### src/ffp_pkg.sv
`default_nettype none
package ffp_pkg;
	// Register byte addresses on the APB bus.
	localparam logic [7:0] ADDR_FAULT = 8'h00;
	localparam logic [7:0] ADDR_NVWL = 8'h04;
	localparam logic [7:0] ADDR_NVAL = 8'h08;
	localparam logic [7:0] ADDR_NVDIS = 8'h0c;
	localparam logic [7:0] ADDR_NVREN = 8'h10;
	localparam logic [7:0] ADDR_UNPROT = 8'h14;
	localparam logic [7:0] ADDR_PROG = 8'h18;
	localparam logic [7:0] ADDR_PROGSEL = 8'h1c;
	localparam logic [7:0] ADDR_STATUS = 8'h20;
	// Fault register bit positions.
	localparam int FB_WRITE = 0;
	localparam int FB_ERASE = 1;
	localparam int FB_PROG = 2;
	localparam int FB_ONEZ = 3;
	localparam int FB_SEQ = 6;
	localparam int FB_RESUME = 7;
	localparam int FB_WPROT = 8;
	localparam logic [15:0] FAULT_MASK = 16'h01cf;
	localparam int AB_ACCESS = 0;
	localparam int AB_DEBUG = 1;
	localparam int SECTORS = 8;
	localparam int STEPS = 16;
	localparam logic [15:0] NV_ERASED = 16'hffff;
	localparam logic [15:0] PROT_ACTIVE = 16'h0000;
	localparam logic [15:0] FAULT_RST = 16'h0000;
	localparam logic [31:0] DUMMY_DATA = 32'h0000_0000;
	localparam logic [15:0] TRAP_CODE = 16'h009b;
	localparam logic [1:0] SEL_NVWL = 2'h0;
	localparam logic [1:0] SEL_NVAL = 2'h1;
	localparam logic [1:0] SEL_NVDIS = 2'h2;
	localparam logic [1:0] SEL_NVREN = 2'h3;

	typedef enum logic [2:0] {
		ST_RESET = 3'b001,
		ST_LOAD = 3'b010,
		ST_RUN = 3'b100
	} ffp_state_t;

	typedef struct packed {
		logic done;
		logic write_err;
		logic erase_err;
		logic prog_err;
		logic one_zero;
		logic seq_err;
		logic resume_err;
		logic wprot;
	} ffp_fault_t;

	typedef struct packed {
		logic [15:0] wlock;
		logic [15:0] alock;
		logic [15:0] dis;
		logic [15:0] ren;
	} ffp_prot_t;
endpackage : ffp_pkg
`default_nettype wire

### src/ffp_top.sv
// Decided for this implementation: the register offsets and register access over APB.
`default_nettype none
module ffp_top
	import ffp_pkg::*;
(
	input wire logic CLK_SYS_IN,
	input wire logic RST_N_IN,
	input wire logic PSEL_IN,
	input wire logic PENABLE_IN,
	input wire logic PWRITE_IN,
	input wire logic [7:0] PADDR_IN,
	input wire logic [31:0] PWDATA_IN,
	output logic [31:0] PRDATA_OUT,
	output logic PREADY_OUT,
	output logic PSLVERR_OUT,
	input wire logic LOCK_IN,
	input wire logic PENDING_IN,
	input wire logic FETCH_FLASH_IN,
	input wire ffp_fault_t FAULT_IN,
	input wire logic ERASE_OP_IN,
	input wire logic PROG_OP_IN,
	input wire logic [2:0] OP_SECTOR_IN,
	input wire logic [7:0] ERASE_SECTORS_IN,
	input wire logic [15:0] NV_WLOCK_IN,
	input wire logic [15:0] NV_ALOCK_IN,
	input wire logic [15:0] NV_DIS_IN,
	input wire logic [15:0] NV_REN_IN,
	input wire logic DATA_RD_IN,
	input wire logic DATA_WR_IN,
	input wire logic [31:0] FLASH_RDATA_IN,
	output logic [31:0] DATA_RDATA_OUT,
	output logic DATA_WR_OK_OUT,
	output logic TRAP_OUT,
	output logic [15:0] TRAP_CODE_OUT,
	output logic [7:0] SECTOR_WR_EN_OUT,
	output logic OP_ABORT_OUT,
	output logic DEBUG_EN_OUT,
	output logic BYPASS_ALL_OUT,
	output logic ACCESS_LOCK_OUT
);
	ffp_state_t st_q, st_d;
	ffp_prot_t prot_q, prot_d;
	logic [15:0] fault_q, fault_d;
	logic tau_q, tau_d;
	logic [1:0] psel_q, psel_d;
	logic pend_q, pend_d;
	logic [31:0] rdat_q, rdat_d;
	logic trap_q, trap_d;
	logic [31:0] dat_q, dat_d;
	logic [15:0] code_q, code_d;
	logic loaded;
	logic acc_lock;
	logic steps_off;
	logic wr_acc, rd_acc;
	logic [15:0] set_bits, clr_bits, prog_val, cur_val, legal;
	logic [15:0] dis_ok, ren_ok;
	logic [31:0] rd_mux;
	logic fault_done;

	assign loaded = (st_q == ST_RUN);
	assign wr_acc = PSEL_IN && PENABLE_IN && PWRITE_IN;
	assign rd_acc = PSEL_IN && PENABLE_IN && !PWRITE_IN;
	assign PREADY_OUT = 1'b1;
	assign PSLVERR_OUT = 1'b0;
	assign PRDATA_OUT = rdat_q;

	// Disabled when some step is open: disable at 0, matching reenable at 1.
	assign steps_off = |(~prot_q.dis & prot_q.ren);
	assign acc_lock = !loaded || (!prot_q.alock[AB_ACCESS] && !steps_off &&
		!tau_q);
	assign ACCESS_LOCK_OUT = acc_lock;
	assign DEBUG_EN_OUT = loaded && prot_q.alock[AB_DEBUG];
	assign BYPASS_ALL_OUT = DEBUG_EN_OUT;
	// A sector is writable only when its volatile lock bit is erased.
	assign SECTOR_WR_EN_OUT = loaded ? prot_q.wlock[SECTORS-1:0] :
		8'h00;
	assign DATA_WR_OK_OUT = DATA_WR_IN && (!acc_lock || FETCH_FLASH_IN);
	assign fault_done = pend_q && !PENDING_IN && FAULT_IN.done;
	assign OP_ABORT_OUT = fault_done && FAULT_IN.resume_err;

	// Order a step may be programmed in, per cell.
	genvar g;
	assign dis_ok[0] = !prot_q.alock[AB_ACCESS] &&
		!prot_q.alock[AB_DEBUG];
	for (g = 1; g < STEPS; g++) begin : g_dis
		assign dis_ok[g] = !prot_q.ren[g-1];
	end
	for (g = 0; g < STEPS; g++) begin : g_ren
		assign ren_ok[g] = !prot_q.dis[g];
	end

	always_comb begin
		case (psel_q)
			SEL_NVWL: cur_val = prot_q.wlock;
			SEL_NVAL: cur_val = prot_q.alock;
			SEL_NVDIS: cur_val = prot_q.dis;
			default: cur_val = prot_q.ren;
		endcase
		case (psel_q)
			SEL_NVDIS: legal = dis_ok;
			SEL_NVREN: legal = ren_ok;
			default: legal = NV_ERASED;
		endcase
		// Only bits being turned to 0 that are allowed are taken.
		prog_val = cur_val & ~(~PWDATA_IN[15:0] & legal);
	end

	always_comb begin
		st_d = st_q;
		prot_d = prot_q;
		case (st_q)
			ST_RESET: st_d = ST_LOAD;
			ST_LOAD: begin
				prot_d.wlock = NV_WLOCK_IN;
				prot_d.alock = NV_ALOCK_IN;
				prot_d.dis = NV_DIS_IN;
				prot_d.ren = NV_REN_IN;
				st_d = ST_RUN;
			end
			ST_RUN: begin
				if (wr_acc && PADDR_IN == ADDR_PROG && !FETCH_FLASH_IN &&
					!acc_lock) begin
					case (psel_q)
						SEL_NVWL: prot_d.wlock = prog_val;
						SEL_NVAL: prot_d.alock = prog_val;
						SEL_NVDIS: prot_d.dis = prog_val;
						default: prot_d.ren = prog_val;
					endcase
				end
			end
			default: st_d = ST_RESET;
		endcase
	end

	always_comb begin
		psel_d = psel_q;
		tau_d = tau_q;
		if (wr_acc && PADDR_IN == ADDR_PROGSEL && !acc_lock) begin
			psel_d = PWDATA_IN[1:0];
		end
		if (wr_acc && PADDR_IN == ADDR_UNPROT && FETCH_FLASH_IN && loaded) begin
			tau_d = PWDATA_IN[0];
		end
	end

	always_comb begin
		set_bits = FAULT_RST;
		clr_bits = FAULT_RST;
		if (fault_done) begin
			set_bits[FB_WRITE] = FAULT_IN.write_err || FAULT_IN.seq_err ||
				FAULT_IN.erase_err || FAULT_IN.prog_err;
			set_bits[FB_ERASE] = FAULT_IN.erase_err;
			set_bits[FB_PROG] = FAULT_IN.prog_err;
			set_bits[FB_ONEZ] = FAULT_IN.one_zero;
			set_bits[FB_SEQ] = FAULT_IN.seq_err;
			set_bits[FB_RESUME] = FAULT_IN.resume_err;
			set_bits[FB_WPROT] = FAULT_IN.wprot ||
				((ERASE_OP_IN || PROG_OP_IN) && (PROG_OP_IN ?
				!SECTOR_WR_EN_OUT[OP_SECTOR_IN] :
				|(ERASE_SECTORS_IN & ~SECTOR_WR_EN_OUT)));
		end
		if (wr_acc && PADDR_IN == ADDR_FAULT && !acc_lock) begin
			clr_bits = ~PWDATA_IN[15:0] & FAULT_MASK;
		end
		fault_d = (fault_q & ~clr_bits) | set_bits;
		pend_d = PENDING_IN;
	end

	always_comb begin
		case (PADDR_IN)
			ADDR_FAULT: rd_mux = {16'h0000, fault_q};
			ADDR_NVWL: rd_mux = {16'h0000, prot_q.wlock};
			ADDR_NVAL: rd_mux = {16'h0000, prot_q.alock};
			ADDR_NVDIS: rd_mux = {16'h0000, prot_q.dis};
			ADDR_NVREN: rd_mux = {16'h0000, prot_q.ren};
			ADDR_UNPROT: rd_mux = {31'h0, tau_q};
			ADDR_PROGSEL: rd_mux = {30'h0, psel_q};
			ADDR_STATUS: rd_mux = {29'h0, acc_lock, loaded, LOCK_IN};
			default: rd_mux = 32'h0000_0000;
		endcase
		rdat_d = rdat_q;
		if (PSEL_IN && !PENABLE_IN && !PWRITE_IN) begin
			// Locked controller or access lock from outside flash hides data.
			rdat_d = (LOCK_IN && PADDR_IN != ADDR_STATUS) ? DUMMY_DATA :
				rd_mux;
			if (acc_lock && !FETCH_FLASH_IN && PADDR_IN != ADDR_STATUS) begin
				rdat_d = DUMMY_DATA;
			end
		end
		trap_d = DATA_RD_IN && acc_lock && !FETCH_FLASH_IN;
		// A trapped read shows dummy data in the same cycle as its code.
		dat_d = trap_d ? DUMMY_DATA : FLASH_RDATA_IN;
		code_d = trap_d ? TRAP_CODE : 16'h0000;
	end

	assign TRAP_OUT = trap_q;
	assign TRAP_CODE_OUT = code_q;
	assign DATA_RDATA_OUT = dat_q;

	always_ff @(posedge CLK_SYS_IN or negedge RST_N_IN) begin
		if (!RST_N_IN) begin
			st_q <= ST_RESET;
			prot_q <= {4{PROT_ACTIVE}};
		end else begin
			st_q <= st_d;
			prot_q <= prot_d;
		end
	end

	always_ff @(posedge CLK_SYS_IN or negedge RST_N_IN) begin
		if (!RST_N_IN) begin
			tau_q <= 1'b0;
			psel_q <= SEL_NVWL;
		end else begin
			tau_q <= tau_d;
			psel_q <= psel_d;
		end
	end

	always_ff @(posedge CLK_SYS_IN or negedge RST_N_IN) begin
		if (!RST_N_IN) begin
			fault_q <= FAULT_RST;
			pend_q <= 1'b0;
		end else begin
			fault_q <= fault_d;
			pend_q <= pend_d;
		end
	end

	always_ff @(posedge CLK_SYS_IN or negedge RST_N_IN) begin
		if (!RST_N_IN) begin
			rdat_q <= 32'h0000_0000;
			trap_q <= 1'b0;
			dat_q <= 32'h0000_0000;
			code_q <= 16'h0000;
		end else begin
			rdat_q <= rdat_d;
			trap_q <= trap_d;
			dat_q <= dat_d;
			code_q <= code_d;
		end
	end
endmodule : ffp_top
`default_nettype wire

### config.mk
export PLATFORM = sky130hd
export DESIGN_NAME = ffp_top
export DESIGN_NICKNAME = d
export VERILOG_FILES = /design/src/ffp_pkg.sv /design/src/ffp_top.sv
export SDC_FILE = /design/constraint.sdc
export NUM_CORES = 1
export LEC_CHECK = 0
export BUFFER_PORTS_ARGS = -buffer_cell sky130_fd_sc_hd__buf_2
export CAP_MARGIN = 20
export CORE_MARGIN = 1
export CORE_UTILIZATION = 50
export CTS_BUF_LIST = sky130_fd_sc_hd__clkbuf_16
export CTS_CLUSTER_SIZE = 28
export DETAILED_ROUTE_END_ITERATION = 10
export PLACE_DENSITY = 0.81
export SYNTH_ARGS = -nofsm -noshare
export SYNTH_HDL_FRONTEND = slang
export SYNTH_SLANG_ARGS = --single-unit
### constraint.sdc
create_clock -name CLK_SYS_IN -period 2.6 [get_ports CLK_SYS_IN]
set_input_delay 0.13 -clock CLK_SYS_IN [delete_from_list [all_inputs] [get_ports CLK_SYS_IN]]
set_output_delay 0.13 -clock CLK_SYS_IN [all_outputs]
set_load 0.005 [all_outputs]
==> results of run 1 <==
[critical path, delay by kind of cell, from the launching register on]
| family | cells | cell delay [ns] |
|---|---|---|
| flops | 1 | 0.42 |
| simple gates | 3 | 1.31 |
| compound gates | 3 | 0.60 |
[synthesized netlist by cell type, drive strengths merged, types with 22 or more instances]
cell	n	area [um2]
a21oi	61	317
a22oi	22	165
buf	53	392
clkbuf	26	97.6
dfrtp	126	3150
inv	45	169
mux2i	34	340
nand2	65	244
nor2	83	319
nor2b	33	206
o21ai	33	165
o32a	32	320
[flip-flops by register name (all words and copies together) (netlist names)]
register,flops
PRDATA_OUT,16
tau_q,1
fault_q,7
TRAP_CODE_OUT,1
prot_q,64
st_q,3
DATA_RDATA_OUT,32
pend_q,1
psel_q,2
[per-stage QoR]
stage	hold slack [ns]	power [mW]	cells	util	setup WS (ns)
after floorplan	-0.166	2.43	767	-	0.592
after global placement	0.185	2.68	1114	0.605	0.309
after detailed placement	0.192	2.69	1114	0.605	0.215
after CTS	0.000103	4.95	1195	0.679	0.204
after global routing	0.00623	5.12	1195	0.679	0.0151
final	0.00482	4.95	1195	0.679	0.173
[cell type report]
type / count / area, um2 / share of cell area
multi-input cells: 516 / 3530 / 0.371
well taps: 180 / 225 / 0.0237
inverters: 45 / 169 / 0.0178
flip-flops and latches: 127 / 3180 / 0.335
repair buffers: 297 / 1870 / 0.196
clock inverters: 13 / 109 / 0.0115
clock buffers: 17 / 425 / 0.0448
[repair_timing]
item                      CTS  global route
hold buffers               51             0
hold endpoints to repair   95             0
resized for setup           0             0
[logic make-up (layout without fill, tap and decap cells)]
| family | after synthesis | after routing | share of synthesized area |
|---|---|---|---|
| other | 2 | 29 | 0.00104 |
| AOI/OAI and AO/OA | 195 | 195 | 0.191 |
| and+or+nand+nor | 228 | 228 | 0.154 |
| buffers and inverters | 124 | 372 | 0.0908 |
| muxes | 63 | 63 | 0.123 |
| DFF | 127 | 127 | 0.439 |
| xor gates and xnor gates | 1 | 1 | 0.00121 |
[power by group]
| group | switching [mW] | total [mW] | leakage [nW] | internal, mW |
|---|---|---|---|---|
| combinational | 0.287 | 0.594 | 2.87 | 0.307 |
| clock | 0.845 | 2.21 | 0.272 | 1.37 |
| sequential | 0.0811 | 2.14 | 1.50 | 2.06 |
[layout by cell type (no fill, tap or decap), types with 2 or more instances in the layout]
master and instances:
sky130_fd_sc_hd__a21oi_1 60, sky130_fd_sc_hd__a221oi_1 8, sky130_fd_sc_hd__a222oi_1 2, sky130_fd_sc_hd__a22o_1 8
sky130_fd_sc_hd__a22oi_1 22, sky130_fd_sc_hd__a31oi_4 2, sky130_fd_sc_hd__and2_1 4, sky130_fd_sc_hd__buf_12 4
sky130_fd_sc_hd__buf_2 216, sky130_fd_sc_hd__buf_4 26, sky130_fd_sc_hd__bufinv_16 2, sky130_fd_sc_hd__clkbuf_16 17
sky130_fd_sc_hd__clkinv_1 4, sky130_fd_sc_hd__clkinv_2 3, sky130_fd_sc_hd__conb_1 29, sky130_fd_sc_hd__dfrtp_1 125
sky130_fd_sc_hd__dlygate4sd3_1 51, sky130_fd_sc_hd__inv_1 48, sky130_fd_sc_hd__mux2_2 9, sky130_fd_sc_hd__mux2i_1 34
sky130_fd_sc_hd__mux4_2 20, sky130_fd_sc_hd__nand2_1 65, sky130_fd_sc_hd__nand2b_1 12, sky130_fd_sc_hd__nand3_1 3
sky130_fd_sc_hd__nand4_1 2, sky130_fd_sc_hd__nor2_1 82, sky130_fd_sc_hd__nor2b_1 33, sky130_fd_sc_hd__nor3_1 4
sky130_fd_sc_hd__nor3_2 2, sky130_fd_sc_hd__nor3b_1 3, sky130_fd_sc_hd__nor3b_4 2, sky130_fd_sc_hd__nor4_1 2
sky130_fd_sc_hd__o2111ai_1 3, sky130_fd_sc_hd__o21a_1 17, sky130_fd_sc_hd__o21ai_0 33, sky130_fd_sc_hd__o32a_1 32
sky130_fd_sc_hd__or4_1 2
[layer usage]
| layer | vias to the layer above | global-route usage | share of wire |
|---|---|---|---|
| li1 | 3105 | - | - |
| met1 | 3388 | 0.436 | 0.39 |
| met2 | 504 | 0.501 | 0.46 |
| met3 | 86 | 0.0748 | 0.11 |
| met4 | 0 | 0.182 | 0.044 |
| met5 | - | 0 | 0 |
[worst max-delay path by stage]
stage	from	end	slack [ns]	depth (start not counted)
detailed placement	prot_q[17]$_DFFE_PN0P_	prot_q[35]$_DFFE_PN0P_	0.22	6
floorplan	psel_q[0]$_DFFE_PN0P_	prot_q[38]$_DFFE_PN0P_	0.59	7
global placement	prot_q[17]$_DFFE_PN0P_	prot_q[32]$_DFFE_PN0P_	0.31	6
CTS	prot_q[17]$_DFFE_PN0P_	prot_q[61]$_DFFE_PN0P_	0.20	6
global route	tau_q$_DFFE_PN0P_	prot_q[61]$_DFFE_PN0P_	0.02	6
finish	prot_q[17]$_DFFE_PN0P_	prot_q[35]$_DFFE_PN0P_	0.17	6
==> flow_summary.yaml, run 1 <==
global_routing:
  grt_pass1_vias: 6835
  grt_first_pass_wirelength_um: 36600
  global_route.usage.total: 0.329
  maximum_number_of_pins_on_one_net_before_global_route_repair: 49
  global_route.overflow_total: 0
  antenna_found_initial: 0
timing:
  share_of_the_clock_period_used_by_the_worst_path_after_layout: 0.933
  setup_viol: 0
  grt_setup_unrepaired: "false"
  worst_pin_slew_ns: 0.843
  hold_fails_final_rpt: 0
  timing.setup.tns_ns: 0
  slew_viol_final: 0
  worst_clock_skew_ns: 0.00839
  min_period_ns: 2.43
  slew-limit-headroom: 0.437
  fmax_ghz: 0.412
floorplan:
  die_h_um: 122
  floorplan.initialDensity: 0.518
  num_io_pins: 263
  fp.dieW_um: 122
  std_cell_rows: 43
  die-area_mm2: 0.0150
  core_mm2: 0.0140
critical_path:
  timing.critical_path.cells: "nand2b_1, o2111ai_1, nor4_2, a21oi_4, nor2_4, o32a_1"
  setup.worst_path.end_class: "flop"
  setup.reg_to_reg.worst_slack_ns: 0.17
  critical_path_class: "flop to flop"
  r2r-start: "prot_q[17]$_DFFE_PN0P_"
  cp_data_required_time_ns: 2.95
  critical_path_arrival_ns: 2.78
  reg2reg_depth: 6
  cp_slowest_cell: "sky130_fd_sc_hd__nor2_4"
  crit_path_max_fanout: 32
  worstReg2RegEnd: "prot_q[35]$_DFFE_PN0P_"
  critical_path.startpoint_type: "flop"
  critical-path-max-stage-delay_ns: 0.68
synth:
  avgSynthCellArea_um2: 9.79
  synthCells: 740
  syn_area_mm2: 0.00724
  synth.ff_latch_count: 127
  async_set_or_reset_flop_fraction_in_the_synthesized_netlist: 1.00
  synth_sequential_area_ratio: 0.439
  synth-warning-count: 0
  postSynth.topFlopCell: "sky130_fd_sc_hd__dfrtp_1"
  post_synth_num_cell_types: 55
  synth-edff-count: 0
flow_run:
  timing.max_cap.violations: 0
hold_path:
  hold_path_class: "input port to flop"
  holdPathStages: 3
  hp-start: "NV_REN_IN[8]"
  worst_hold_path.endpoint: "prot_q[8]$_DFFE_PN0P_"
pwr:
  power.static_leakage_nw: 4.64
  power.ir.vdd_worst_uv: 461
  power_per_cell_area_mw_per_mm2: 521
detailed_routing:
  wl_um: 23600
  first_iter_violations: 840
  ant_nets: 0
  drt_pre_antenna_iters: 5
  dr_total_vias: 7083
  routed_wire_length_per_instance_um: 19.7
  detail_route.drc_violations: 0
  via_per_inst: 5.93
layout:
  syn_to_final_growth_pct: 31.2
  antennaDiodeCount: 0
  layout-drive-gt1-share: 0.312
  design.final.nets: 1171
  design_area_mm2: 0.00950
  layout.filler_cells: 1091
cts:
  cts-root-to-sink-buffers: 2
  cts_buf_count: 17
  clock_tree_from_tritoncts: "built"
  clock_sinks: 127
  worst_skew_pair.late_latency_ns: 0.42
  cts_post_setup_buffers_inserted: 0
  cts.clk_slew.worst_paths_ns: 0.06
  cts-htree-levels: 4
  cts_root_buf: "sky130_fd_sc_hd__clkbuf_16"
place:
  gpl.final_weighted_congestion: 0.906
  post-dp-hpwl_um: 16100
  portBuffers: 217
  placed_area_mm2: 0.00846
outcome:
  outcome: "finished clean"
Power figures use the tool's default switching activity.
==> run 2, diff against run 1 <==
--- a/config.mk
+++ b/config.mk
@@ -7,12 +7,14 @@
 export LEC_CHECK = 0
 export BUFFER_PORTS_ARGS = -buffer_cell sky130_fd_sc_hd__buf_2
 export CAP_MARGIN = 20
+export CELL_PAD_IN_SITES_DETAIL_PLACEMENT = 0
+export CELL_PAD_IN_SITES_GLOBAL_PLACEMENT = 1
 export CORE_MARGIN = 1
-export CORE_UTILIZATION = 50
+export CORE_UTILIZATION = 40
 export CTS_BUF_LIST = sky130_fd_sc_hd__clkbuf_16
 export CTS_CLUSTER_SIZE = 28
 export DETAILED_ROUTE_END_ITERATION = 10
-export PLACE_DENSITY = 0.81
+export PLACE_DENSITY_LB_ADDON = 0.1
 export SYNTH_ARGS = -nofsm -noshare
 export SYNTH_HDL_FRONTEND = slang
 export SYNTH_SLANG_ARGS = --single-unit
==> constraint.sdc (replaced) <==
create_clock -name CLK_SYS_IN -period 2.8 [get_ports CLK_SYS_IN]
set_input_delay 0.14 -clock CLK_SYS_IN [delete_from_list [all_inputs] [get_ports CLK_SYS_IN]]
set_output_delay 0.14 -clock CLK_SYS_IN [all_outputs]
set_load 0.005 [all_outputs]
==> flow_summary.yaml, run 2 (synthesized netlist as in run 1, its figures left out) <==
floorplan:
  floorplan.initialDensity: 0.415
  die_h_um: 137
  fp.dieW_um: 137
  num_io_pins: 263
  die-area_mm2: 0.0187
  std_cell_rows: 48
  core_mm2: 0.0175
detailed_routing:
  via_per_inst: 5.45
  ant_nets: 0
  drt_pre_antenna_iters: 5
  wl_um: 24300
  first_iter_violations: 477
  routed_wire_length_per_instance_um: 19.8
  dr_total_vias: 6690
  detail_route.drc_violations: 0
layout:
  max_flop_register: "prot_q"
  mostFrequentLayoutCells: "sky130_fd_sc_hd__buf_2 (216), sky130_fd_sc_hd__dfrtp_1 (125), sky130_fd_sc_hd__nor2_1 (82)"
  syn_to_final_growth_pct: 31.4
  layout.cells.non_filler: 1228
  design_area_mm2: 0.00952
  final_util: 0.545
  design.final.nets: 1157
  layout-drive-gt1-share: 0.318
  antennaDiodeCount: 0
  final_common_cell: "sky130_fd_sc_hd__buf_2"
  max_ffs_per_register: 64
place:
  post-place-cells: 1157
  post_place_setup_slack_ns: 0.423
  placed_area_mm2: 0.00853
  gpl.final_weighted_congestion: 0.909
  post-dp-hpwl_um: 17500
  portBuffers: 217
timing:
  fmax_ghz: 0.387
  hold_fails_final_rpt: 0
  grt_setup_unrepaired: "false"
  timing.setup.tns_ns: 0
  worst_pin_slew_ns: 0.913
  share_of_the_clock_period_used_by_the_worst_path_after_layout: 0.922
  setup_viol: 0
  slew-limit-headroom: 0.391
  worst_clock_skew_ns: 0.00881
  min_period_ns: 2.58
  worst_slack_ns: 0.218
  finalHoldWorstSlack_ns: 0.00486
  slew_viol_final: 0
critical_path:
  worstReg2RegEnd: "prot_q[0]$_DFFE_PN0P_"
  critical_path.startpoint_type: "flop"
  cp_data_required_time_ns: 2.66
  reg2reg_depth: 7
  crit_path_max_fanout: 8
  critical_path_arrival_ns: 2.44
  critical_path_class: "flop to primary output"
  setup.reg_to_reg.worst_slack_ns: 0.39
  setup.worst_path.end_class: "primary output"
  r2r-start: "prot_q[17]$_DFFE_PN0P_"
pwr:
  power.static_leakage_nw: 4.60
  power_per_cell_area_mw_per_mm2: 501
  power.ir.vdd_worst_uv: 419
  totalPowerFinal_mw: 4.77
outcome:
  outcome: "finished clean"
cts:
  cts_post_setup_buffers_inserted: 0
  cts_buf_count: 17
  worst_skew_pair.late_latency_ns: 0.42
  ctsResizeCount: 0
  cts-htree-levels: 4
  clock_tree_from_tritoncts: "built"
  clock_sinks: 127
  cts_root_buf: "sky130_fd_sc_hd__clkbuf_16"
  cts.clk_slew.worst_paths_ns: 0.06
  cts-root-to-sink-buffers: 2
global_routing:
  grt_first_pass_wirelength_um: 36900
  global_route.overflow_total: 0
  maximum_number_of_pins_on_one_net_before_global_route_repair: 45
  antenna_found_initial: 0
  grt_pass1_vias: 6718
  global_route.usage.total: 0.269
hold_path:
  hp-start: "ERASE_OP_IN"
  hold_path_class: "input port to flop"
  holdPathStages: 3
  worst_hold_path.endpoint: "fault_q[8]$_DFF_PN0_"
flow_run:
  timing.max_cap.violations: 0
-- run 2: cell count changes in the layout (fill, tap and decap cells not counted) --
cell,change
sky130_fd_sc_hd__nor3_2,-1
sky130_fd_sc_hd__inv_6,+1
sky130_fd_sc_hd__clkinvlp_4,+3
sky130_fd_sc_hd__clkinv_4,+3
sky130_fd_sc_hd__bufinv_16,+1
sky130_fd_sc_hd__buf_12,+3
sky130_fd_sc_hd__inv_1,-3
sky130_fd_sc_hd__nor3_1,+1
sky130_fd_sc_hd__clkinv_2,-3
sky130_fd_sc_hd__dlygate4sd3_1,-12
sky130_fd_sc_hd__buf_4,-5
-- run 2: critical path, cell delays in order (launching register included) --
cell                        delay, ns
sky130_fd_sc_hd__dfrtp_1         0.42
sky130_fd_sc_hd__nand2b_1        0.18
sky130_fd_sc_hd__o2111ai_1       0.14
sky130_fd_sc_hd__nor4_2          0.49
sky130_fd_sc_hd__a21oi_1         0.39
sky130_fd_sc_hd__o21a_1          0.28
sky130_fd_sc_hd__buf_2           0.12
-- run 2: what timing repair did --
item                                   CTS  global route
endpoints found under the hold margin   78             0
setup endpoints to repair                0             0
hold buffers                            39             0
-- run 2: how the worst max path moves through the flow --
| stage | to | slack [ns] | start |
|---|---|---|---|
| 6_report | DATA_WR_OK_OUT | 0.22 | prot_q[17]$_DFFE_PN0P_ |
| 5_1_grt | DATA_WR_OK_OUT | 0.05 | prot_q[17]$_DFFE_PN0P_ |
| 4_1_cts | DATA_WR_OK_OUT | 0.22 | prot_q[17]$_DFFE_PN0P_ |
| 3_5_place_dp | prot_q[0]$_DFFE_PN0P_ | 0.42 | prot_q[17]$_DFFE_PN0P_ |
| 3_3_place_gp | fault_q[8]$_DFF_PN0_ | 0.45 | prot_q[18]$_DFFE_PN0P_ |
| 2_1_floorplan | prot_q[38]$_DFFE_PN0P_ | 0.79 | psel_q[0]$_DFFE_PN0P_ |
-- run 2: cell type report --
class                           instances  area (um2)
Fill cell                            1581        7960
Multi-Input combinational cell        516        3520
Sequential cell                       127        3180
Timing Repair Buffer                  283        1770
Clock buffer                           17         425
Tap cell                              225         282
Clock inverter                         15         170
Inverter                               45         169
-- run 2: where the power goes --
group          internal (mW)  leakage (nW)  switching, mW
combinational          0.275          2.82          0.264
sequential              1.91          1.50         0.0733
clock                   1.39         0.276          0.850
-- run 2: per-layer routing --
layer / track usage / share of wire / vias up
met1: 0.349 / 0.42 / 3231
met5: 0 / 0 / -
met4: 0.104 / 0.019 / 0
met3: 0.0748 / 0.094 / 37
met2: 0.424 / 0.47 / 348
li1: - / - / 3074
==> run 3, diff against run 2 <==
--- a/config.mk
+++ b/config.mk
@@ -7,10 +7,10 @@
 export LEC_CHECK = 0
 export BUFFER_PORTS_ARGS = -buffer_cell sky130_fd_sc_hd__buf_2
 export CAP_MARGIN = 20
-export CELL_PAD_IN_SITES_DETAIL_PLACEMENT = 0
-export CELL_PAD_IN_SITES_GLOBAL_PLACEMENT = 1
+export CELL_PAD_IN_SITES_DETAIL_PLACEMENT = 2
+export CELL_PAD_IN_SITES_GLOBAL_PLACEMENT = 2
 export CORE_MARGIN = 1
-export CORE_UTILIZATION = 40
+export CORE_UTILIZATION = 32
 export CTS_BUF_LIST = sky130_fd_sc_hd__clkbuf_16
 export CTS_CLUSTER_SIZE = 28
 export DETAILED_ROUTE_END_ITERATION = 10
==> flow_summary.yaml, run 3 (synthesized netlist as in run 1, its figures left out) <==
outcome:
  outcome: "finished with violations"
  failing_checks: "design-rule violations"
floorplan:
  fp.dieW_um: 152
  floorplan.initialDensity: 0.329
  core_mm2: 0.0220
  num_io_pins: 263
  die-area_mm2: 0.0232
  std_cell_rows: 54
  die_h_um: 152
cts:
  worst_skew_pair.late_latency_ns: 0.43
  cts-root-to-sink-buffers: 2
  cts.clk_slew.worst_paths_ns: 0.06
  cts_buf_count: 17
  cts-htree-levels: 4
  clock_sinks: 127
  clock_tree_from_tritoncts: "built"
  cts_root_buf: "sky130_fd_sc_hd__clkbuf_16"
layout:
  max_ffs_per_register: 64
  max_flop_register: "prot_q"
  layout-drive-gt1-share: 0.321
  syn_to_final_growth_pct: 32.5
  mostFrequentLayoutCells: "sky130_fd_sc_hd__buf_2 (216), sky130_fd_sc_hd__dfrtp_1 (125), sky130_fd_sc_hd__nor2_1 (82)"
  final_common_cell: "sky130_fd_sc_hd__buf_2"
  design.final.nets: 1160
  layout.cells.non_filler: 1287
place:
  portBuffers: 217
  post-place-cells: 1211
  gpl.final_weighted_congestion: 0.804
  post-dp-hpwl_um: 21700
hold_path:
  hold_path_class: "input port to flop"
pwr:
  power.ir.vdd_worst_uv: 353
  power.static_leakage_nw: 4.62
  power_per_cell_area_mw_per_mm2: 512
critical_path:
  setup.worst_path.end_class: "primary output"
  critical_path_arrival_ns: 2.61
  crit_path_max_fanout: 9
  critical_path.startpoint_type: "flop"
  cp_data_required_time_ns: 2.66
  critical_path_class: "flop to primary output"
timing:
  hold_fails_final_rpt: 0
  finalHoldWorstSlack_ns: 0.0162
  slew_viol_final: 0
  min_period_ns: 2.75
  slew-limit-headroom: 0.562
  share_of_the_clock_period_used_by_the_worst_path_after_layout: 0.982
  grt_setup_unrepaired: "false"
  worst_pin_slew_ns: 0.656
  worst_clock_skew_ns: 0.00919
  fmax_ghz: 0.364
  setup_viol: 0
  timing.setup.tns_ns: 0
detailed_routing:
  routed_wire_length_per_instance_um: 24.1
  wl_um: 31000
  ant_nets: 0
  drt_pre_antenna_iters: 10
  first_iter_violations: 376
  detail_route.drc_violations: 10
  dr_total_vias: 6938
  via_per_inst: 5.39
global_routing:
  grt_first_pass_wirelength_um: 47400
  antenna_found_initial: 1
  global_route.usage.total: 0.271
  maximum_number_of_pins_on_one_net_before_global_route_repair: 56
  global_route.overflow_total: 0
  grt_pass1_vias: 7775
flow_run:
  timing.max_cap.violations: 0
[run 3: cell count changes in the layout (fill, tap and decap cells not counted), sizes merged]
cell	previous run	this run
dlygate4sd3	39	42
inv	46	49
clkinvlp	4	2
clkinv	7	6
diode	0	1
[run 3: worst paths after layout]
path,startpoint,endpoint,slack (ns),depth (start not counted)
max reg2reg,prot_q[32]$_DFFE_PN0P_,prot_q[26]$_DFFE_PN0P_,0.15,8
max in group asynchronous,RST_N_IN,st_q[0]$_DFFE_PN1P_,1.62,3
min,NV_DIS_IN[14],prot_q[30]$_DFFE_PN0P_,0.02,3
max,prot_q[32]$_DFFE_PN0P_,DATA_WR_OK_OUT,0.05,7
min in group asynchronous,RST_N_IN,DATA_RDATA_OUT[27]$_DFF_PN0_,0.27,2
min reg2reg,PRDATA_OUT[11]$_DFFE_PN0P_,PRDATA_OUT[11]$_DFFE_PN0P_,0.48,2
[run 3: power by group]
part           total, mW  switching [mW]  internal (mW)  leakage, nW
logic              0.573           0.297          0.276         2.83
clock network       2.34           0.933           1.41        0.292
registers           1.99          0.0804           1.91         1.50
[run 3: stage by stage]
step	cell area [um2]	util	power [mW]	worst slack, ns
after global routing	9600	0.436	5.08	0.0105
after CTS	9590	0.435	4.94	0.0134
after global placement	8550	0.388	2.51	0.475
after detailed placement	8550	0.388	2.54	0.354
final	9600	0.436	4.91	0.0498
after floorplan	7350	-	2.25	0.792
[run 3: what timing repair did]
item / 4_1_cts / 5_1_grt
buffers inserted: 0 / 1
hold buffers: 42 / 0
hold endpoints to repair: 82 / 0
endpoints found under the setup margin: 2 / 1
pin swaps: 1 / 1
resized for setup: 1 / 0
[run 3: worst max-delay path: stages, from the launching register on]
cell and delay, ns:
sky130_fd_sc_hd__dfrtp_1 0.41, sky130_fd_sc_hd__nor2_1 0.29, sky130_fd_sc_hd__o21ai_0 0.29, sky130_fd_sc_hd__nor4_2 0.40
sky130_fd_sc_hd__a21oi_2 0.21, sky130_fd_sc_hd__buf_4 0.26, sky130_fd_sc_hd__o21a_1 0.18, sky130_fd_sc_hd__buf_2 0.14
[run 3: per-layer routing]
metal,share of wire,vias up,track usage
met4,0.021,0,0.0803
met2,0.49,259,0.460
met3,0.049,43,0.0395
met1,0.44,3559,0.357
met5,0,-,0
li1,-,3077,-
[run 3: area by class of cell]
class	instances	area (um2)
timing repair buffer	286	1760
inverter	45	169
clock buffer	17	425
tap	280	350
antenna	1	2.50
clock inverter	15	184
multi-input combinational	516	3520
fill	2419	12400
sequential	127	3180
